--- config.mk ---
export PLATFORM = sky130hd
export DESIGN_NAME = acs_conv_sequencer
export DESIGN_NICKNAME = d
export VERILOG_FILES = /design/src/common/acs_pkg.sv /design/src/verilog/acs_tad_divider.sv /design/src/verilog/acs_trigger_edge.sv /design/src/verilog/acs_conv_sequencer.sv
export SDC_FILE = /design/constraint.sdc
export NUM_CORES = 1
export LEC_CHECK = 0
export BUFFER_PORTS_ARGS = -buffer_cell sky130_fd_sc_hd__buf_2
export CORE_UTILIZATION = 40
export CTS_CLUSTER_DIAMETER = 150
export CTS_CLUSTER_SIZE = 12
export DETAILED_ROUTE_END_ITERATION = 10
export PLACE_DENSITY = 0.69
export SYNTH_ARGS = -nofsm -noshare
export SYNTH_HDL_FRONTEND = slang
export SYNTH_SLANG_ARGS = --single-unit
export TNS_END_PERCENT = 20
--- constraint.sdc ---
create_clock -name ref_clk_i -period 2 [get_ports ref_clk_i]
set_input_delay 0.1 -clock ref_clk_i [delete_from_list [all_inputs] [get_ports ref_clk_i]]
set_output_delay 0.1 -clock ref_clk_i [all_outputs]
set_load 0.01 [all_outputs]
--- src/common/acs_pkg.sv ---
// Shared constants, types and helpers of the conversion sequencer
package acs_pkg;

	// ************************************************************
	// Conversion geometry and timing
	// ************************************************************
	localparam int unsigned RES_BITS = 10;
	localparam int unsigned TAD_PER_CONV = 12;
	localparam int unsigned CLK_PERIOD_NS = 100;
	localparam int unsigned INSTR_CYCLE_NS = 400;
	localparam int unsigned CLKS_PER_INSTR = (INSTR_CYCLE_NS + CLK_PERIOD_NS - 1) / CLK_PERIOD_NS;
	localparam int unsigned RC_DIV_DEFAULT = 16;
	localparam logic [3:0] TAD_LAST = 4'(TAD_PER_CONV - 1);
	localparam logic [3:0] TAD_FIRST_BIT = 4'h1;
	localparam logic [3:0] TAD_LAST_BIT = 4'(RES_BITS);

	// ************************************************************
	// Field codes
	// ************************************************************
	localparam logic [2:0] CLKSEL_RC_BITS = 3'h3;
	localparam logic [4:0] TRIG_NONE = 5'h00;
	localparam int unsigned TRIG_SRC_COUNT = 17;
	localparam int unsigned JUSTIFY_PAD = 6;

	// ************************************************************
	// Reset and conversion start values
	// ************************************************************
	localparam logic [7:0] RESULT_RST = 8'h00;
	localparam logic [9:0] SAR_START = 10'h200;
	localparam logic [9:0] SAR_RST = 10'h000;

	typedef struct packed {
		logic [7:0] high;
		logic [7:0] low;
	} acs_result_s;

	typedef enum logic [1:0] {
		ACS_IDLE,
		ACS_DELAY,
		ACS_CONV
	} acs_state_e;

	// Bits not yet decided copy the last decided bit
	function automatic logic [9:0] acs_fill(input logic [9:0] sar, input logic [9:0] mask,
		input logic last_bit);
		acs_fill = (sar & mask) | (~mask & {RES_BITS{last_bit}});
	endfunction : acs_fill

	// Right justified when sel is 1, left justified when 0
	function automatic acs_result_s acs_format(input logic [9:0] res, input logic sel);
		acs_result_s r;
		if (sel) begin
			r.high = {{JUSTIFY_PAD{1'b0}}, res[9:8]};
			r.low = res[7:0];
		end else begin
			r.high = res[9:2];
			r.low = {res[1:0], {JUSTIFY_PAD{1'b0}}};
		end
		acs_format = r;
	endfunction : acs_format

endpackage : acs_pkg

--- src/verilog/acs_tad_divider.sv ---
// Conversion clock period tick generator
`timescale 1ns/10ps
module acs_tad_divider import acs_pkg::*; #(
	parameter int unsigned RC_DIV = RC_DIV_DEFAULT
) (
	// Clock and reset
	input wire logic clk_i,
	input wire logic rst_n_i,
	// Control
	input wire logic [2:0] clk_sel_i,
	input wire logic restart_i,
	// Tick
	output logic tick_o
);

	// ************************************************************
	// Divisor decode
	// ************************************************************
	function automatic logic [7:0] acs_divisor(input logic [2:0] sel);
		unique case (sel)
			3'h0: acs_divisor = 8'h02;
			3'h4: acs_divisor = 8'h04;
			3'h1: acs_divisor = 8'h08;
			3'h5: acs_divisor = 8'h10;
			3'h2: acs_divisor = 8'h20;
			3'h6: acs_divisor = 8'h40;
			default: acs_divisor = 8'(RC_DIV);
		endcase
	endfunction : acs_divisor

	logic [7:0] cnt_reg;
	logic [7:0] cnt_next;
	logic tick_reg;
	wire logic [7:0] div_w = acs_divisor(clk_sel_i);
	wire logic wrap_w = (cnt_reg >= div_w - 8'h01);

	// Restart aligns the first period to the conversion start
	assign cnt_next = (restart_i || wrap_w) ? 8'h00 : cnt_reg + 8'h01;

	always_ff @(posedge clk_i or negedge rst_n_i) begin
		if (!rst_n_i) begin
			cnt_reg <= 8'h00;
			tick_reg <= 1'b0;
		end else begin
			cnt_reg <= cnt_next;
			tick_reg <= wrap_w && !restart_i;
		end
	end

	assign tick_o = tick_reg;

endmodule : acs_tad_divider

--- src/verilog/acs_trigger_edge.sv ---
// Auto-trigger source select, synchroniser and rising edge detector
`timescale 1ns/10ps
module acs_trigger_edge import acs_pkg::*; #(
	parameter int unsigned SRC_COUNT = TRIG_SRC_COUNT
) (
	// Clock and reset
	input wire logic clk_i,
	input wire logic rst_n_i,
	// Selection
	input wire logic [4:0] sel_i,
	input wire logic [SRC_COUNT-1:0] src_i,
	input wire logic arm_i,
	// Start pulse
	output logic pulse_o
);

	logic meta_reg;
	logic sync_reg;
	logic prev_reg;
	logic pulse_reg;
	wire logic sel_valid_w = (sel_i != TRIG_NONE) && (int'(sel_i) <= SRC_COUNT);
	wire logic [4:0] idx_w = sel_i - 5'h01;
	wire logic raw_w = sel_valid_w ? src_i[idx_w] : 1'b0;
	wire logic rise_w = sync_reg && !prev_reg;

	always_ff @(posedge clk_i or negedge rst_n_i) begin
		if (!rst_n_i) begin
			meta_reg <= 1'b0;
			sync_reg <= 1'b0;
			prev_reg <= 1'b0;
			pulse_reg <= 1'b0;
		end else begin
			meta_reg <= raw_w;
			sync_reg <= meta_reg;
			prev_reg <= sync_reg;
			pulse_reg <= rise_w && arm_i;
		end
	end

	assign pulse_o = pulse_reg;

endmodule : acs_trigger_edge

--- src/verilog/acs_conv_sequencer.sv ---
// Successive approximation converter sequencer, top level
`timescale 1ns/10ps
module acs_conv_sequencer import acs_pkg::*; #(
	parameter int unsigned RC_DIV = RC_DIV_DEFAULT,
	parameter int unsigned SRC_COUNT = TRIG_SRC_COUNT
) (
	// Clock and reset
	input wire logic ref_clk_i,
	input wire logic rst_n_i,
	// Control bits from software
	input wire logic converter_enable_i,
	input wire logic go_wr_i,
	input wire logic go_wr_data_i,
	input wire logic [2:0] clk_sel_i,
	input wire logic result_justify_sel_i,
	input wire logic [4:0] auto_trigger_select_i,
	input wire logic conv_irq_enable_i,
	input wire logic flag_clr_i,
	// Power state
	input wire logic sleep_i,
	// Trigger sources
	input wire logic [SRC_COUNT-1:0] trig_src_i,
	// Analog core
	input wire logic cmp_i,
	output logic analog_power_o,
	output logic sample_o,
	output logic [9:0] dac_code_o,
	// Status to software
	output logic go_o,
	output logic conv_done_flag_o,
	output acs_result_s result_o,
	output logic wake_o
);

	// ************************************************************
	// Reset release
	// ************************************************************
	logic rst_meta_reg;
	logic rst_sync_reg;
	wire logic rst_n = rst_sync_reg;

	always_ff @(posedge ref_clk_i or negedge rst_n_i) begin
		if (!rst_n_i) begin
			rst_meta_reg <= 1'b0;
			rst_sync_reg <= 1'b0;
		end else begin
			rst_meta_reg <= 1'b1;
			rst_sync_reg <= rst_meta_reg;
		end
	end

	// ************************************************************
	// State
	// ************************************************************
	acs_state_e state_reg;
	acs_state_e state_next;
	logic go_reg;
	logic go_next;
	logic flag_reg;
	logic flag_next;
	logic pd_reg;
	logic pd_next;
	logic wake_reg;
	logic [3:0] tad_cnt_reg;
	logic [3:0] tad_cnt_next;
	logic [3:0] dly_cnt_reg;
	logic [3:0] dly_cnt_next;
	logic [9:0] sar_reg;
	logic [9:0] sar_next;
	logic [9:0] mask_reg;
	logic [9:0] mask_next;
	logic last_bit_reg;
	logic last_bit_next;
	acs_result_s result_reg;
	acs_result_s result_next;
	logic tad_tick;
	logic trig_pulse;

	// ************************************************************
	// Decode
	// ************************************************************
	wire logic rc_sel_w = ((clk_sel_i & CLKSEL_RC_BITS) == CLKSEL_RC_BITS);
	wire logic active_w = converter_enable_i && !pd_reg;
	wire logic sw_set_w = go_wr_i && go_wr_data_i;
	wire logic sw_clr_w = go_wr_i && !go_wr_data_i;
	wire logic start_w = active_w && !go_reg && (sw_set_w || trig_pulse);
	wire logic busy_w = (state_reg != ACS_IDLE);
	wire logic in_conv_w = (state_reg == ACS_CONV);
	wire logic enter_conv_w = (state_reg == ACS_DELAY) ?
		(dly_cnt_reg == 4'(CLKS_PER_INSTR - 1)) : (start_w && !rc_sel_w);
	// Sleep with a system-derived clock kills the conversion outright
	wire logic sleep_abort_w = busy_w && sleep_i && !rc_sel_w;
	wire logic off_abort_w = busy_w && !converter_enable_i;
	wire logic hard_abort_w = sleep_abort_w || off_abort_w;
	wire logic sw_abort_w = busy_w && sw_clr_w && !hard_abort_w;
	wire logic complete_w = in_conv_w && tad_tick && (tad_cnt_reg == TAD_LAST) &&
		!hard_abort_w;
	wire logic decide_w = in_conv_w && tad_tick && (tad_cnt_reg >= TAD_FIRST_BIT) &&
		(tad_cnt_reg <= TAD_LAST_BIT);
	wire logic [3:0] bit_idx_w = 4'(RES_BITS) - tad_cnt_reg;
	wire logic [9:0] one_hot_w = decide_w ? (10'h001 << bit_idx_w) : 10'h000;
	wire logic [9:0] below_w = one_hot_w >> 1;
	wire logic [9:0] fill_w = acs_fill(sar_reg, mask_reg, last_bit_reg);
	wire logic load_w = complete_w || sw_abort_w;

	// ************************************************************
	// Sub-blocks
	// ************************************************************
	acs_tad_divider #(
		.RC_DIV(RC_DIV)
	) u_tad_divider (
		.clk_i(ref_clk_i),
		.rst_n_i(rst_n),
		.clk_sel_i(clk_sel_i),
		.restart_i(enter_conv_w),
		.tick_o(tad_tick)
	);

	acs_trigger_edge #(
		.SRC_COUNT(SRC_COUNT)
	) u_trigger_edge (
		.clk_i(ref_clk_i),
		.rst_n_i(rst_n),
		.sel_i(auto_trigger_select_i),
		.src_i(trig_src_i),
		.arm_i(!sleep_i),
		.pulse_o(trig_pulse)
	);

	// ************************************************************
	// Sequencer
	// ************************************************************
	always_comb begin
		state_next = state_reg;
		unique case (state_reg)
			ACS_IDLE: begin
				if (start_w) begin
					state_next = rc_sel_w ? ACS_DELAY : ACS_CONV;
				end
			end
			ACS_DELAY: begin
				if (hard_abort_w || sw_abort_w) begin
					state_next = ACS_IDLE;
				end else if (enter_conv_w) begin
					state_next = ACS_CONV;
				end
			end
			ACS_CONV: begin
				if (hard_abort_w || sw_abort_w || complete_w) begin
					state_next = ACS_IDLE;
				end
			end
		endcase
	end

	// Extra instruction-cycle wait only used on the RC clock
	assign dly_cnt_next = (state_reg == ACS_DELAY) ? dly_cnt_reg + 4'h1 : 4'h0;
	assign tad_cnt_next = enter_conv_w ? 4'h0 :
		(in_conv_w && tad_tick) ? tad_cnt_reg + 4'h1 : tad_cnt_reg;

	// Go reads one for the whole cycle, hardware drops it at the end
	assign go_next = start_w ? 1'b1 :
		(complete_w || hard_abort_w || sw_abort_w) ? 1'b0 : go_reg;

	// ************************************************************
	// Successive approximation
	// ************************************************************
	assign sar_next = enter_conv_w ? SAR_START :
		(sar_reg & ~one_hot_w) | (cmp_i ? one_hot_w : 10'h000) | below_w;
	assign mask_next = enter_conv_w ? 10'h000 : (mask_reg | one_hot_w);
	assign last_bit_next = enter_conv_w ? 1'b0 : (decide_w ? cmp_i : last_bit_reg);

	// ************************************************************
	// Result and flags
	// ************************************************************
	// Justification is applied once at load; later select changes do not reformat
	assign result_next = load_w ? acs_format(fill_w, result_justify_sel_i) : result_reg;
	// A completion in the clear cycle keeps the flag set
	assign flag_next = complete_w || (flag_reg && !flag_clr_i);
	assign pd_next = (!converter_enable_i || !sleep_i) ? 1'b0 :
		((sleep_i && !rc_sel_w) || (complete_w && !conv_irq_enable_i)) ? 1'b1 :
		pd_reg;

	// ************************************************************
	// Registers
	// ************************************************************
	always_ff @(posedge ref_clk_i or negedge rst_n) begin
		if (!rst_n) begin
			state_reg <= ACS_IDLE;
			go_reg <= 1'b0;
			flag_reg <= 1'b0;
			pd_reg <= 1'b0;
			wake_reg <= 1'b0;
			tad_cnt_reg <= 4'h0;
			dly_cnt_reg <= 4'h0;
			sar_reg <= SAR_RST;
			mask_reg <= SAR_RST;
			last_bit_reg <= 1'b0;
			result_reg <= '{high: RESULT_RST, low: RESULT_RST};
		end else begin
			state_reg <= state_next;
			go_reg <= go_next;
			flag_reg <= flag_next;
			pd_reg <= pd_next;
			wake_reg <= complete_w && sleep_i && conv_irq_enable_i;
			tad_cnt_reg <= tad_cnt_next;
			dly_cnt_reg <= dly_cnt_next;
			sar_reg <= sar_next;
			mask_reg <= mask_next;
			last_bit_reg <= last_bit_next;
			result_reg <= result_next;
		end
	end

	// ************************************************************
	// Outputs
	// ************************************************************
	// Power follows enable unless reset or a Sleep power-down is holding it off
	assign analog_power_o = converter_enable_i && !pd_reg && rst_n;
	assign sample_o = analog_power_o && !in_conv_w;
	assign dac_code_o = sar_reg;
	assign go_o = go_reg;
	assign conv_done_flag_o = flag_reg;
	assign result_o = result_reg;
	assign wake_o = wake_reg;

endmodule : acs_conv_sequencer

Word level (Yosys, flattened, before mapping)
Index checks and enable logic that the tools add are counted.
- input bits: 35
- output and inout bits: 31
- register bits after elaboration: 66
- word-level logic and storage cells: 138
- multiplexer cells: 26
- add/subtract/negate cells: 6
- order comparisons: 5
- bitwise gates (word level): 9
- reduce and logical (&&, ||, !) cells: 59
- shifts and indexed selects: 1
- equal/unequal tests: 12
- operators with widths (operator ; number):
    two-way mux 10 bit ; 4
    case mux 7 bit (5 select lines) ; 1
    bitwise AND 10 bit ; 3
    bitwise OR 10 bit ; 3
    logical AND 1 bit ; 27
    NOT 10 bit ; 2
    two-way mux 16 bit ; 1
    zero test 1 bit ; 12
    two-way mux 4 bit ; 3
    logical OR 1 bit ; 11
    two-way mux 2 bit ; 5
    bitwise OR 10 x 9 -> 10 bit ; 1
    nonzero test 2 bit ; 5
    << shifter 1 x 4 -> 10 bit, first input constant ; 1
    two-way mux 1 bit ; 9
    adder 4 x 1 -> 4 bit, second input constant ; 2
    adder 8 x 1 -> 8 bit, second input constant ; 1
    >= comparator 8 bit ; 1
    two-way mux 8 bit ; 1
    subtractor 7 x 1 -> 8 bit, second input constant ; 1
    equality test 3 bit, second input constant ; 2
    < comparator 5 x 6 -> 1 bit, second input constant ; 1
    case mux 2 bit (3 select lines) ; 1
    binary-select mux 1 bit (select 5 bit) ; 1
    other kinds (18) ; 19

Depth between registers and ports, before layout
Gate-level depths: netlist of run 1.
- depth after elaboration: 10
- gate-level depth with buffers: 9

Modules after synthesis
From an unflattened synthesis of run 1, not the netlist that was laid out.
- cell total of the unflattened synthesis: 379
- area, all modules: 3808.7 um2
- modules (own cells, without submodules) (module ; seq. area each (um2) ; cells an instance ; times used ; area an instance (um2)):
    acs_conv_sequencer ; 1326.3 ; 282 ; 1 ; 2839.0
    acs_tad_divider ; 225.2 ; 65 ; 1 ; 596.8
    acs_trigger_edge ; 100.1 ; 32 ; 1 ; 372.9

Least setup slack after synthesis of run 1
No wires, ideal clock.
- path kind: register to output
- start point: register rst_sync_reg (netlist: rst_n)
- end point: output sample_o
- buffers on the path: 0
- path slack: -0.436 ns
- arrival time: 2.336 ns
- stages on the path, launching flop included: 3
- path through: dfrtp_1 -> and3b_1 -> nor2b_1
- cells in the longest elaborated chain, start to end: 2
- ends and longest elaborated chain (what ; RTL line ; text):
    start: declaration ; acs_conv_sequencer.sv:39 ; logic rst_sync_reg;
    start signal: assignment ; acs_conv_sequencer.sv:48 ; rst_sync_reg <= rst_meta_reg;
    logical AND 1 bit ; acs_conv_sequencer.sv:219 ; assign analog_power_o = converter_enable_i && !pd_reg && rst_n;
    via analog_power_o ; acs_conv_sequencer.sv:25 ; output logic analog_power_o,
    logical AND 1 bit ; acs_conv_sequencer.sv:220 ; assign sample_o = analog_power_o && !in_conv_w;
    end: declaration ; acs_conv_sequencer.sv:26 ; output logic sample_o,
The timed path passes the listed nets, and every way through them passes these cells.

Worst setup path after layout of run 1
- start point: register tad_cnt_reg[1]
- end point: register sar_reg[5] (netlist: dac_code_o[5])
- cells in the longest elaborated chain, start to end: 9
- elaborated cells between the ends (all ways): 13
- classes of those cells: add/sub (1); order compare (2); shift (1); mux (3); bitwise (4); reduce/logical (2)
- ends and longest elaborated chain (what ; RTL line ; text):
    start: declaration ; acs_conv_sequencer.sv:64 ; logic [3:0] tad_cnt_reg;
    start signal: assignment ; acs_conv_sequencer.sv:206 ; tad_cnt_reg <= tad_cnt_next;
    >= comparator 4 x 1 -> 1 bit ; acs_conv_sequencer.sv:98 ; wire logic decide_w = in_conv_w && tad_tick && (tad_cnt_reg >= TAD_FIRST_BIT) &&
    logical AND 1 bit (2 in a row) ; acs_conv_sequencer.sv:98 ;
    two-way mux 10 bit (*) ; acs_conv_sequencer.sv:101 ; wire logic [9:0] one_hot_w = decide_w ? (10'h001 << bit_idx_w) : 10'h000;
    NOT 10 bit ; acs_conv_sequencer.sv:169 ; (sar_reg & ~one_hot_w) | (cmp_i ? one_hot_w : 10'h000) | below_w;
    bitwise AND 10 bit ; acs_conv_sequencer.sv:169 ;
    bitwise OR 10 bit ; acs_conv_sequencer.sv:169 ;
    bitwise OR 10 x 9 -> 10 bit (*) ; acs_conv_sequencer.sv:169 ;
    two-way mux 10 bit (*) ; acs_conv_sequencer.sv:168 ; assign sar_next = enter_conv_w ? SAR_START :
    via sar_next[5] ; acs_conv_sequencer.sv:69 ; logic [9:0] sar_next;
    end signal: assignment ; acs_conv_sequencer.sv:208 ; sar_reg <= sar_next;
    end: declaration ; acs_conv_sequencer.sv:68 ; logic [9:0] sar_reg;
The timed path passes the listed nets; every way through them passes the cells marked *.
A chain may end at the register's enable or synchronous reset.

==> summary.txt, run 1 <==
Timing
  • Final hold vios: 0
  • Count of final setup violators: 0
  • Worst slew margin: 0.4631
  • Worst-Margin Slew: 0.8054 ns
  • Setup Total Neg Slack: 0 ns
  • Max-slew violation count: 0
  • RSZ-0062 raised after global routing: yes
  • Final min period: 1.928 ns
  • Fmax: 518.7 MHz
  • Final Skew: ~0.011 ns
  • Final setup margin: 0.07209 ns
  • Period utilisation layout: 0.9640

Final layout
  • Synth-to-Final Area Change: 19.89%
  • Diode count: 0
  • # fillers: 844
  • Post-layout util: 0.5045
  • Nets: between 500 and 600
  • Layout cell share with drive strength beyond 1: 0.2593
  • Max reg flops: 16

Placed design
  • Detailed Place HPWL: 5990 um
  • Placer Congestion: 0.8588
  • DP Worst Slack: 0.01138 ns
  • Port bufs: 65

Clock network
  • CTS Buf Count: 9
  • Clk_lat worst skew: 0.35 ns
  • CTS max path bufs: 2
  • CTS tree: built
  • Post-CTS setup buffers: 0
  • Clock-pin slew on the worst setup and hold paths: 0.08 ns
  • CTS Sinks: 66
  • CTS HTree Levels: 3
  • Root buffer cell: clkbuf_8

Worst setup path
  • Startpoint Class: flop
  • Kind of critical path: reg2reg
  • WP data arrival: roughly 2.2 ns
  • Worst-path fanout max: 6
  • CP endpoint kind: flop
  • Crit path required time: 2.24 ns
  • FF-to-FF path depth: 7

Routing
  • First-pass detailed-route iteration total: 8
  • Initial DRC Count: 111
  • Routed vias: between 3000 and 4000
  • WL/cell: 14.28 um
  • Residual DRC count: 0
  • Drt via density: 5.305
  • Post-route ant nets: 0
  • Routed WL: 8094 um

Global routing
  • Largest net degree at the start of global routing: 65
  • Vias in the first global route: 2965
  • Total grt overflow: 0
  • First-pass GRT wire length: between 10000 and 15000 um
  • GRT Total Usage: 0.1809
  • Antenna violations before repair: 0

Floorplanning
  • Initial Util: 0.4208
  • Die area: 0.009698 mm2
  • Die Wd: 98.48 um
  • Core area: 0.008848 mm2
  • Row cnt: 34
  • Die height: 98.48 um
  • Num ports: 66

Pwr
  • Cell Pwr Density: 1105 mW/mm2
  • Worst vdd ir: 0.4013 mV
  • Leakage: between 2 and 2.5 nW

Yosys
  • Synthesized area per cell: 9.983 um2
  • Post-synth ARST share: 1.000
  • Distinct cell type count after synthesis: 53
  • Prevailing post-synth register cell: dfrtp_1
  • Seq/Total Area, Yosys: 0.4435
  • Synth Instances: approximately 370
  • Synth Register Bits: 66
  • EDFF count, synth: 0
  • Post-Syn Area: between 0.003 and 0.004 mm2
  • Syn. warnings: 0

Job
  • # Max-Cap Violations: 0

Run status
  • Status: completed

Hold path
  • Worst hold path type: in2reg
  • Hold Path Depth: 2
-- logic make-up (layout without fill, tap and decap cells) --
| logic type | Yosys count | count (layout) | share of synthesized area |
|---|---|---|---|
| AND/OR/NAND/NOR | 119 | 119 | 0.1643 |
| AO/OA/AOI/OAI | 86 | 86 | 0.1475 |
| flip-flops | 66 | 66 | 0.4435 |
| XOR/XNOR | 16 | 16 | 0.03764 |
| buffers and inverters | 39 | 123 | 0.05141 |
| other | 1 | 3 | 0.001007 |
| adder cells (fa/ha/maj) | 22 | 22 | 0.07392 |
| multiplexers | 24 | 24 | 0.08065 |
-- per-stage QoR --
step	total power, mW	hold slack (ns)	cell area, um2	instances
after CTS	4.967	0.007941	4448	567
after detailed placement	3.909	-0.1109	4229	547
after global routing	5.286	0.02523	4464	567
after global placement	3.844	-0.1120	4229	547
after floorplan	3.250	-0.1956	3732	375
final	4.934	0.01882	4464	567
-- layout by cell type, fill, tap and decap left out, types with 4 or more instances in the layout --
cell           Yosys  routed
a211oi_1           6       6
a21oi_1           32      32
and2_1             6       6
buf_2              3      65
buf_4              3      14
clkbuf_8           0      10
dfrtp_1           66      65
dlygate4sd3_1      0       4
ha_1              22      22
inv_1             22      22
mux2_2             8       8
mux2i_1           12      12
mux4_2             4       4
nand2_1           19      19
nand3_1           20      20
nor2_1            35      34
nor2b_1            8       8
nor3_1            10      10
nor3b_1            6       4
o21ai_0           19      19
xnor2_1            9       9
xor2_1             7       7
-- area by class of cell --
class / count / area [um2] / area share
Clock buffer: 10 / 137.6 / 0.03083
Clock inverter: 6 / 41.29 / 0.009249
Inverter: 22 / 82.58 / 0.01850
Multi-Input combinational cell: 270 / 1904 / 0.4266
Sequential cell: 66 / 1653 / 0.3702
Tap cell: 108 / 135.1 / 0.03027
Timing Repair Buffer: 85 / 510.5 / 0.1143
-- synth_stat cells, drive strengths merged, types with 3 or more instances --
cell type,instances,area (um2)
dfrtp,66,1652
nor2,35,131.4
a21oi,32,160.2
ha,22,275.3
inv,22,82.58
nand3,20,100.1
o21ai,20,100.1
nand2,19,71.32
mux2i,12,120.1
buf,10,82.57
nor3,10,50.05
xnor2,9,78.83
mux2,8,90.09
nor2b,8,50.05
clkbuf,7,26.28
xor2,7,61.31
a211oi,6,45.04
and2,6,37.54
nor3b,6,45.04
mux4,4,90.09
a21o,3,22.52
a31oi,3,18.77
nand2b,3,26.27
o21a,3,22.52
-- worst max-delay path, stage by stage, from the launching register on --
cell     delay (ns)
dfrtp_1        0.42
ha_1           0.29
buf_4          0.16
nor3b_1        0.18
a31o_1         0.17
and3_1         0.27
a31oi_1        0.11
o221a_1        0.23
-- final timing paths --
path | slack (ns) | startpoint | to
hold reg to reg | 0.35 | rst_meta_reg | rst_n
hold / removal | 0.02 | converter_enable_i | pd_reg
setup / recovery | 0.07 | tad_cnt_reg[1] | dac_code_o[5]
max in group asynchronous | 0.98 | rst_n | u_tad_divider.cnt_reg[6]
min in group asynchronous | 0.06 | rst_n_i | rst_meta_reg
setup reg to reg | 0.07 | tad_cnt_reg[1] | dac_code_o[5]
-- timing repair --
| action | 4_1_cts | 5_1_grt |
|---|---|---|
| setup endpoints to repair | 0 | 19 |
| endpoints found under the hold margin | 5 | 0 |
| gates resized for setup | 0 | 4 |
| hold buffers | 4 | 0 |
-- power by group --
group,internal (mW),switching (mW)
registers,1.70,0.336
logic,0.879,0.986
clock network,0.483,0.551
total,3.06,1.87
-- routing by layer --
| layer | up-vias | GRT usage | part of all wire |
|---|---|---|---|
| li1 | 1472 | - | - |
| met1 | 1440 | 0.2172 | 0.44 |
| met2 | 88 | 0.3202 | 0.51 |
| met3 | 8 | 0.04326 | 0.045 |
| met4 | 0 | 0.05855 | 0.011 |
| met5 | - | 0 | 0 |
Note: power is estimated with default switching activity, not from simulation.
==> inputs of run 2 (changes only) <==
--- a/config.mk
+++ b/config.mk
@@ -5,12 +5,12 @@
 export SDC_FILE = /design/constraint.sdc
 export NUM_CORES = 1
 export LEC_CHECK = 0
-export BUFFER_PORTS_ARGS = -buffer_cell sky130_fd_sc_hd__buf_2
 export CORE_UTILIZATION = 40
 export CTS_CLUSTER_DIAMETER = 150
-export CTS_CLUSTER_SIZE = 12
+export CTS_CLUSTER_SIZE = 14
 export DETAILED_ROUTE_END_ITERATION = 10
-export PLACE_DENSITY = 0.69
+export DONT_BUFFER_PORTS = 1
+export PLACE_DENSITY = 0.62
 export SYNTH_ARGS = -nofsm -noshare
 export SYNTH_HDL_FRONTEND = slang
 export SYNTH_SLANG_ARGS = --single-unit
==> constraint.sdc (replaced) <==
create_clock -name ref_clk_i -period 1.59 [get_ports ref_clk_i]
set_input_delay 0.0795 -clock ref_clk_i [delete_from_list [all_inputs] [get_ports ref_clk_i]]
set_output_delay 0.0795 -clock ref_clk_i [all_outputs]
set_load 0.01 [all_outputs]
==> run 2 against run 1 <==
  * The run now ends with design-rule violations, negative setup slack left
  * First-iteration DRC count fell by 7.2%
  * Die area did not move
  * Cell count fell by 1.2%
  * Global-route usage rose by 0.96 points
  * Design area rose by 9.0%
  * Critical path depth rose by 1
  * Register-to-register slack got worse by 0.34 ns
  * Utilization rose by 4.5 points
  * Worst setup slack got worse by 0.34 ns
  * Via count fell by 1.0%
==> summary.txt, run 2 (same netlist as run 1, synthesis figures left out) <==
Run status
  • Status: finished, violations left
  • Failing checks: design-rule violations, negative setup slack

Worst setup path
  • Family with the most delay on the worst path: simple AND/OR/NAND/NOR gates
  • Buffers & Inverters on Critical Path: 2
  • CP endpoint kind: flop
  • Crit path required time: 1.85 ns
  • Worst-path fanout max: 7
  • Worst reg2reg endpoint: dac_code_o[3]
  • WP data arrival: 2.13 ns
  • Reg2reg setup slack: -0.27 ns
  • CP max stage delay: 0.43 ns
  • Startpoint Class: flop
  • Cell Chain, Critical Path: buf_4, ha_4, buf_4, nor2b_1, o21ai_1, nand2_1, or3_1, a21oi_1
  • CP max stage cell: dfrtp_2
  • Kind of critical path: reg2reg
  • FF-to-FF path depth: 8
  • CP most frequent cell: buf_4
  • FF-to-FF Start: tad_cnt_reg[1]

Hold path
  • Hold_sp: conv_irq_enable_i
  • Hold worst-path end: pd_reg
  • Worst hold path type: in2reg
  • Hold Path Depth: 2

Pwr
  • Cell Pwr Density: ~1400 mW/mm2
  • Design Power: a little under 7 mW
  • Leakage: 2.215 nW
  • Worst vdd ir: 0.6012 mV

Global routing
  • First-pass GRT wire length: 14460 um
  • Antenna violations before repair: 0
  • Vias in the first global route: approximately 3100
  • Largest net degree at the start of global routing: 65
  • Total grt overflow: 0
  • GRT Total Usage: 0.1904

Timing
  • Count of final setup violators: between 50 and 60
  • Final hold vios: 0
  • Period utilisation layout: 1.171
  • Fmax: 537.1 MHz
  • Worst slew margin: 0.4748
  • Final setup margin: -0.2717 ns
  • Max-slew violation count: 0
  • RSZ-0062 raised after global routing: yes
  • Final min period: 1.862 ns
  • Final Skew: just over 0.006 ns
  • Worst-Margin Slew: approximately 0.79 ns

Floorplanning
  • Core area: 0.008848 mm2
  • Row cnt: 34
  • Die Wd: 98.48 um
  • Num ports: 66
  • Initial Util: 0.4208
  • Die area: 0.009698 mm2
  • Die height: 98.48 um

Routing
  • Routed vias: between 2000 and 3000
  • Routed WL: 8670 um
  • First-pass detailed-route iteration total: 7
  • Residual DRC count: 6
  • WL/cell: around 15 um
  • Drt via density: 5.316
  • Post-route ant nets: 0
  • Initial DRC Count: 103

Clock network
  • Clk_lat worst skew: approximately 0.34 ns
  • CTS max path bufs: 2
  • Clock-pin slew on the worst setup and hold paths: ~0.070 ns
  • CTS HTree Levels: 3
  • Root buffer cell: clkbuf_8
  • CTS tree: built
  • CTS Sinks: between 60 and 70
  • CTS Buf Count: 9

Placed design
  • Port bufs: 0
  • Cell Area, Placed: 0.004280 mm2
  • Placer Congestion: just over 0.8
  • Detailed Place HPWL: 6181 um

Final layout
  • Nets: around 500
  • Commonest non-fill, non-tap cells in the layout: dfrtp_1, buf_4, nor2_1
  • Layout cell share with drive strength beyond 1: 0.3274
  • Finished Cell Area: 0.004865 mm2
  • Max reg flops: 16
  • Diode count: 0
  • Synth-to-Final Area Change: 30.65%
  • Multi-input gate area: 0.002125 mm2
  • Post-layout util: 0.5498
  • # fillers: 787
  • Register area: 0.001655 mm2

Job
  • # Max-Cap Violations: 0
[run 2: through the flow]
| step | setup WS, ns | cells | TNS, ns | hold slack (ns) |
|---|---|---|---|---|
| after floorplan | -0.2033 | 375 | -4.618 | -0.2161 |
| after global placement | -0.2773 | 524 | -8.180 | -0.2160 |
| after detailed placement | -0.3636 | 524 | -11.25 | -0.2160 |
| after CTS | -0.2210 | 549 | -6.100 | 0.002674 |
| after global routing | -0.3480 | 560 | -12.29 | 0.01459 |
| final | -0.2717 | 560 | -8.342 | 0.01030 |
[run 2: timing repair]
item / 4_1_cts / 5_1_grt
hold buffers: 9 / 0
pin swaps: 11 / 10
gates cloned: 0 / 1
endpoints found under the hold margin: 20 / 0
setup endpoints to repair: 53 / 55
resized for setup: 26 / 24
buffers inserted: 0 / 11
[run 2: routing by layer]
layer / share of wire / wire length (um) / track usage
met1: 0.42 / 3682 / 0.2215
met2: 0.51 / 4441 / 0.3386
met3: 0.047 / 409 / 0.04681
met4: 0.016 / 137 / 0.07348
met5: 0 / 0 / 0
[run 2: worst max path at each step]
stage | startpoint | endpoint | slack, ns | cells after the start
after floorplan | tad_cnt_reg[0] | dac_code_o[1] | -0.20 | 8
after global placement | tad_cnt_reg[0] | result_o[4] | -0.28 | 6
after detailed placement | tad_cnt_reg[0] | result_o[13] | -0.36 | 6
after CTS | state_reg[1] | result_o[13] | -0.22 | 7
after global routing | tad_cnt_reg[1] | dac_code_o[3] | -0.35 | 8
final | tad_cnt_reg[1] | dac_code_o[3] | -0.27 | 8
[run 2: layout make-up]
class | count | area share
multi-input combinational | 270 | 0.4367
sequential | 66 | 0.3403
timing repair buffer | 78 | 0.1379
clock buffer | 12 | 0.02984
tap | 108 | 0.02778
inverter | 22 | 0.01698
clock inverter | 4 | 0.01055
[run 2: power by group]
| part | switching, mW | internal [mW] |
|---|---|---|
| Combinational | 1.32 | 1.44 |
| Clock | 0.640 | 0.768 |
| Sequential | 0.561 | 2.15 |
| Total | 2.52 | 4.36 |
==> inputs of run 3 (changes only) <==
--- a/config.mk
+++ b/config.mk
@@ -11,7 +11,9 @@
 export DETAILED_ROUTE_END_ITERATION = 10
 export DONT_BUFFER_PORTS = 1
 export PLACE_DENSITY = 0.62
+export SLEW_MARGIN = 25
 export SYNTH_ARGS = -nofsm -noshare
 export SYNTH_HDL_FRONTEND = slang
+export SYNTH_HIERARCHICAL = 1
 export SYNTH_SLANG_ARGS = --single-unit
 export TNS_END_PERCENT = 20
==> run 3 against run 2 <==
  * The run ends with negative setup slack left
  * Critical endpoint unchanged
  * Routed wire length rose by 2.5%
  * Flip-flop and latch count unchanged
  * Combinational power fell by 5%
  * Synthesized area grew 2.3%
  * Clock skew rose by 0.0086 ns
  * Die area up 2.2%
  * Critical path type unchanged
  * Register-to-register slack gained 0.02 ns
  * Maximum frequency is 1.1% higher
==> summary.txt, run 3 <==
Yosys
  • Simple-Gate Fraction of Synth Area: 0.1830
  • Combinational family with the most area after synthesis: simple AND/OR/NAND/NOR gates
  • Synth Register Bits: 66
  • Synthesized area per cell: 10.05 um2
  • Cell taking the most area after synthesis: dfrtp_1
  • Syn nets: 437
  • Distinct cell type count after synthesis: 72
  • Share of the synthesized area in the top cell type: 0.4336
  • Synth Area in Compound Gates: 0.1426
  • Area share of fa/ha/maj cells after synthesis: 0.07556
  • Post-Syn Area: 0.003809 mm2
  • EDFF count, synth: 0
  • Post-synth ARST share: 1.000
  • Seq/Total Area, Yosys: 0.4336
  • Top cells by area, synth: dfrtp_1, ha_1, nor2_1
  • Synth Instances: 379
  • Mux share of post-synthesis cell area: 0.07884
  • Post-synth top cells: dfrtp_1, nor2_1, nand2_1
  • Count leader, synth: dfrtp_1
  • Syn. warnings: 6
  • Prevailing post-synth register cell: dfrtp_1
  • Xor and xnor fraction of the mapped netlist area: 0.03219

Worst setup path
  • Reg2reg setup slack: -0.25 ns
  • Family with the most delay on the worst path: simple AND/OR/NAND/NOR gates
  • CP max stage cell: dfrtp_2
  • CP endpoint kind: flop
  • CP max stage delay: between 0.4 and 0.5 ns
  • FF-to-FF Start: tad_cnt_reg[0]
  • Crit path required time: 1.83 ns
  • Buffers & Inverters on Critical Path: 1
  • Worst-path fanout max: 6
  • WP data arrival: about 2.1 ns
  • Worst reg2reg endpoint: dac_code_o[3]
  • Kind of critical path: reg2reg
  • Startpoint Class: flop
  • FF-to-FF path depth: 7
  • Cell Chain, Critical Path: inv_2, ha_2, nor4b_4, or2_4, a21oi_2, and4_1, a311o_1

Timing
  • Max-slew violation count: 0
  • Setup Total Neg Slack: -7.176 ns
  • Final Skew: 0.01467 ns
  • Period utilisation layout: 1.159
  • Fmax: 542.8 MHz
  • Final hold vios: 0
  • Final min period: 1.842 ns
  • Final setup margin: -0.2523 ns
  • Count of final setup violators: 46
  • Worst-Margin Slew: 0.7947 ns
  • RSZ-0062 raised after global routing: yes
  • Worst slew margin: 0.4702

Pwr
  • Sequential power share: 0.395
  • Leakage: 2.205 nW
  • Clock power share: 0.215
  • Comb pwr share: 0.390
  • Worst vdd ir: 0.5377 mV
  • Switching portion of total power: 0.3705
  • Cell Pwr Density: 1386 mW/mm2
  • Internal cell power: approximately 4.3 mW
  • Sw power: 2.510 mW

Floorplanning
  • Die height: 99.58 um
  • Die area: 0.009916 mm2
  • Num ports: 66
  • Core area: roughly 0.0092 mm2
  • Initial Util: 0.4122
  • Die Wd: 99.58 um
  • Row cnt: 35

Routing
  • First-pass detailed-route iteration total: 4
  • Post-route ant nets: 0
  • Initial DRC Count: 128
  • Routed WL: 8891 um
  • WL/cell: roughly 15 um
  • Residual DRC count: 0
  • Drt via density: 5.154
  • Routed vias: between 3000 and 4000

Final layout
  • Layout cell share with drive strength beyond 1: 0.3128
  • Diode count: 0
  • Synth-to-Final Area Change: 28.35%
  • Commonest non-fill, non-tap cell in the layout: dfrtp_1
  • Nets: 507
  • Max reg flops: 16
  • # fillers: 836
  • Commonest non-fill, non-tap cells in the layout: dfrtp_1, buf_4, nor2_1

Placed design
  • Placer Congestion: 0.8597
  • Port bufs: 0
  • DP Worst Slack: -0.4372 ns
  • Detailed Place HPWL: ~6400 um

Job
  • # Max-Cap Violations: 0

Clock network
  • Clk_lat worst skew: 0.35 ns
  • CTS HTree Levels: 3
  • CTS Sinks: 66
  • Root buffer cell: clkbuf_8
  • CTS max path bufs: 2
  • Clock-pin slew on the worst setup and hold paths: 0.08 ns
  • CTS Buf Count: 9
  • CTS tree: built

Hold path
  • Hold worst-path end: dac_code_o[3]
  • Worst hold path type: in2reg
  • Hold Path Depth: 2
  • Hold_sp: cmp_i

Global routing
  • Largest net degree at the start of global routing: 65
  • Total grt overflow: 0
  • Antenna violations before repair: 0
  • GRT Total Usage: 0.1903
  • Vias in the first global route: 3122
  • First-pass GRT wire length: 14840 um

Run status
  • Status: finished, violations left
  • Failing checks: negative setup slack
==> run 3: final cells by class <==
cell class                 count  area, um2  area share
multi-input combinational    275       2176      0.4451
timing repair buffer          74      608.1      0.1244
clock buffer                   9      123.9     0.02534
clock inverter                 7      77.57     0.01587
inverter                      23      86.33     0.01766
tap                          129      161.4     0.03302
sequential                    66       1655      0.3386
==> run 3: through the flow <==
step	util	hold slack, ns	std cells	total power [mW]	area (um2)
after CTS	0.5135	0.01279	578	6.662	4745
after floorplan	-	-0.2161	379	4.196	3854
final	0.5290	0.02833	583	6.774	4888
after detailed placement	0.4662	-0.2160	547	5.007	4308
after global placement	0.4662	-0.2160	547	4.936	4308
after global routing	0.5290	0.02366	583	7.260	4888
==> run 3: worst max-delay path by stage <==
| stage | start | endpoint | slack (ns) | cells past startpoint |
|---|---|---|---|---|
| after global routing | tad_cnt_reg[0] | dac_code_o[5] | -0.33 | 8 |
| after global placement | tad_cnt_reg[1] | dac_code_o[1] | -0.35 | 7 |
| after detailed placement | clk_sel_i[2] | u_tad_divider/cnt_reg[4] | -0.44 | 9 |
| after CTS | tad_cnt_reg[0] | dac_code_o[3] | -0.23 | 6 |
| after floorplan | tad_cnt_reg[0] | dac_code_o[6] | -0.26 | 7 |
| final | tad_cnt_reg[0] | dac_code_o[3] | -0.25 | 7 |
==> run 3: cells by family after synthesis <==
kind of cell / count (synthesis)
multiplexers: 24
buffers and inverters: 39
other: 2
AND/OR/NAND/NOR: 128
XOR/XNOR: 14
flip-flops: 66
AO/OA/AOI/OAI: 83
adder cells (fa/ha/maj): 23
==> run 3: worst reg2reg max path, stage by stage, from the launching register on <==
cell,delay (ns)
dfrtp_2,0.47
inv_2,0.09
ha_2,0.16
nor4b_4,0.20
or2_4,0.22
a21oi_2,0.08
and4_1,0.21
a311o_1,0.31
==> run 3: power groups by stage <==
stage / Clock, mW / Sequential (mW) / Combinational (mW)
after floorplan: 0 / 2.64 / 1.56
after global placement: 0 / 2.70 / 2.24
after detailed placement: 0 / 2.71 / 2.29
after CTS: 1.49 / 2.69 / 2.48
after global routing: 1.57 / 2.75 / 2.93
final: 1.46 / 2.68 / 2.64
==> run 3: repair_timing <==
item,in CTS,in global routing
pin swaps,16,9
cloned,0,1
resized for setup,22,19
hold buffers,12,0
buffers inserted,3,4
endpoints found under the setup margin,51,55
hold endpoints to repair,27,0
==> run 3: routing by layer <==
metal	share of wire	global-route usage	wire, um	up-vias
li1	-	-	-	1462
met1	0.44	0.2375	3882	1459
met2	0.50	0.3285	4468	72
met3	0.048	0.04708	427	12
met4	0.013	0.05090	112	0
met5	0	0	0	-
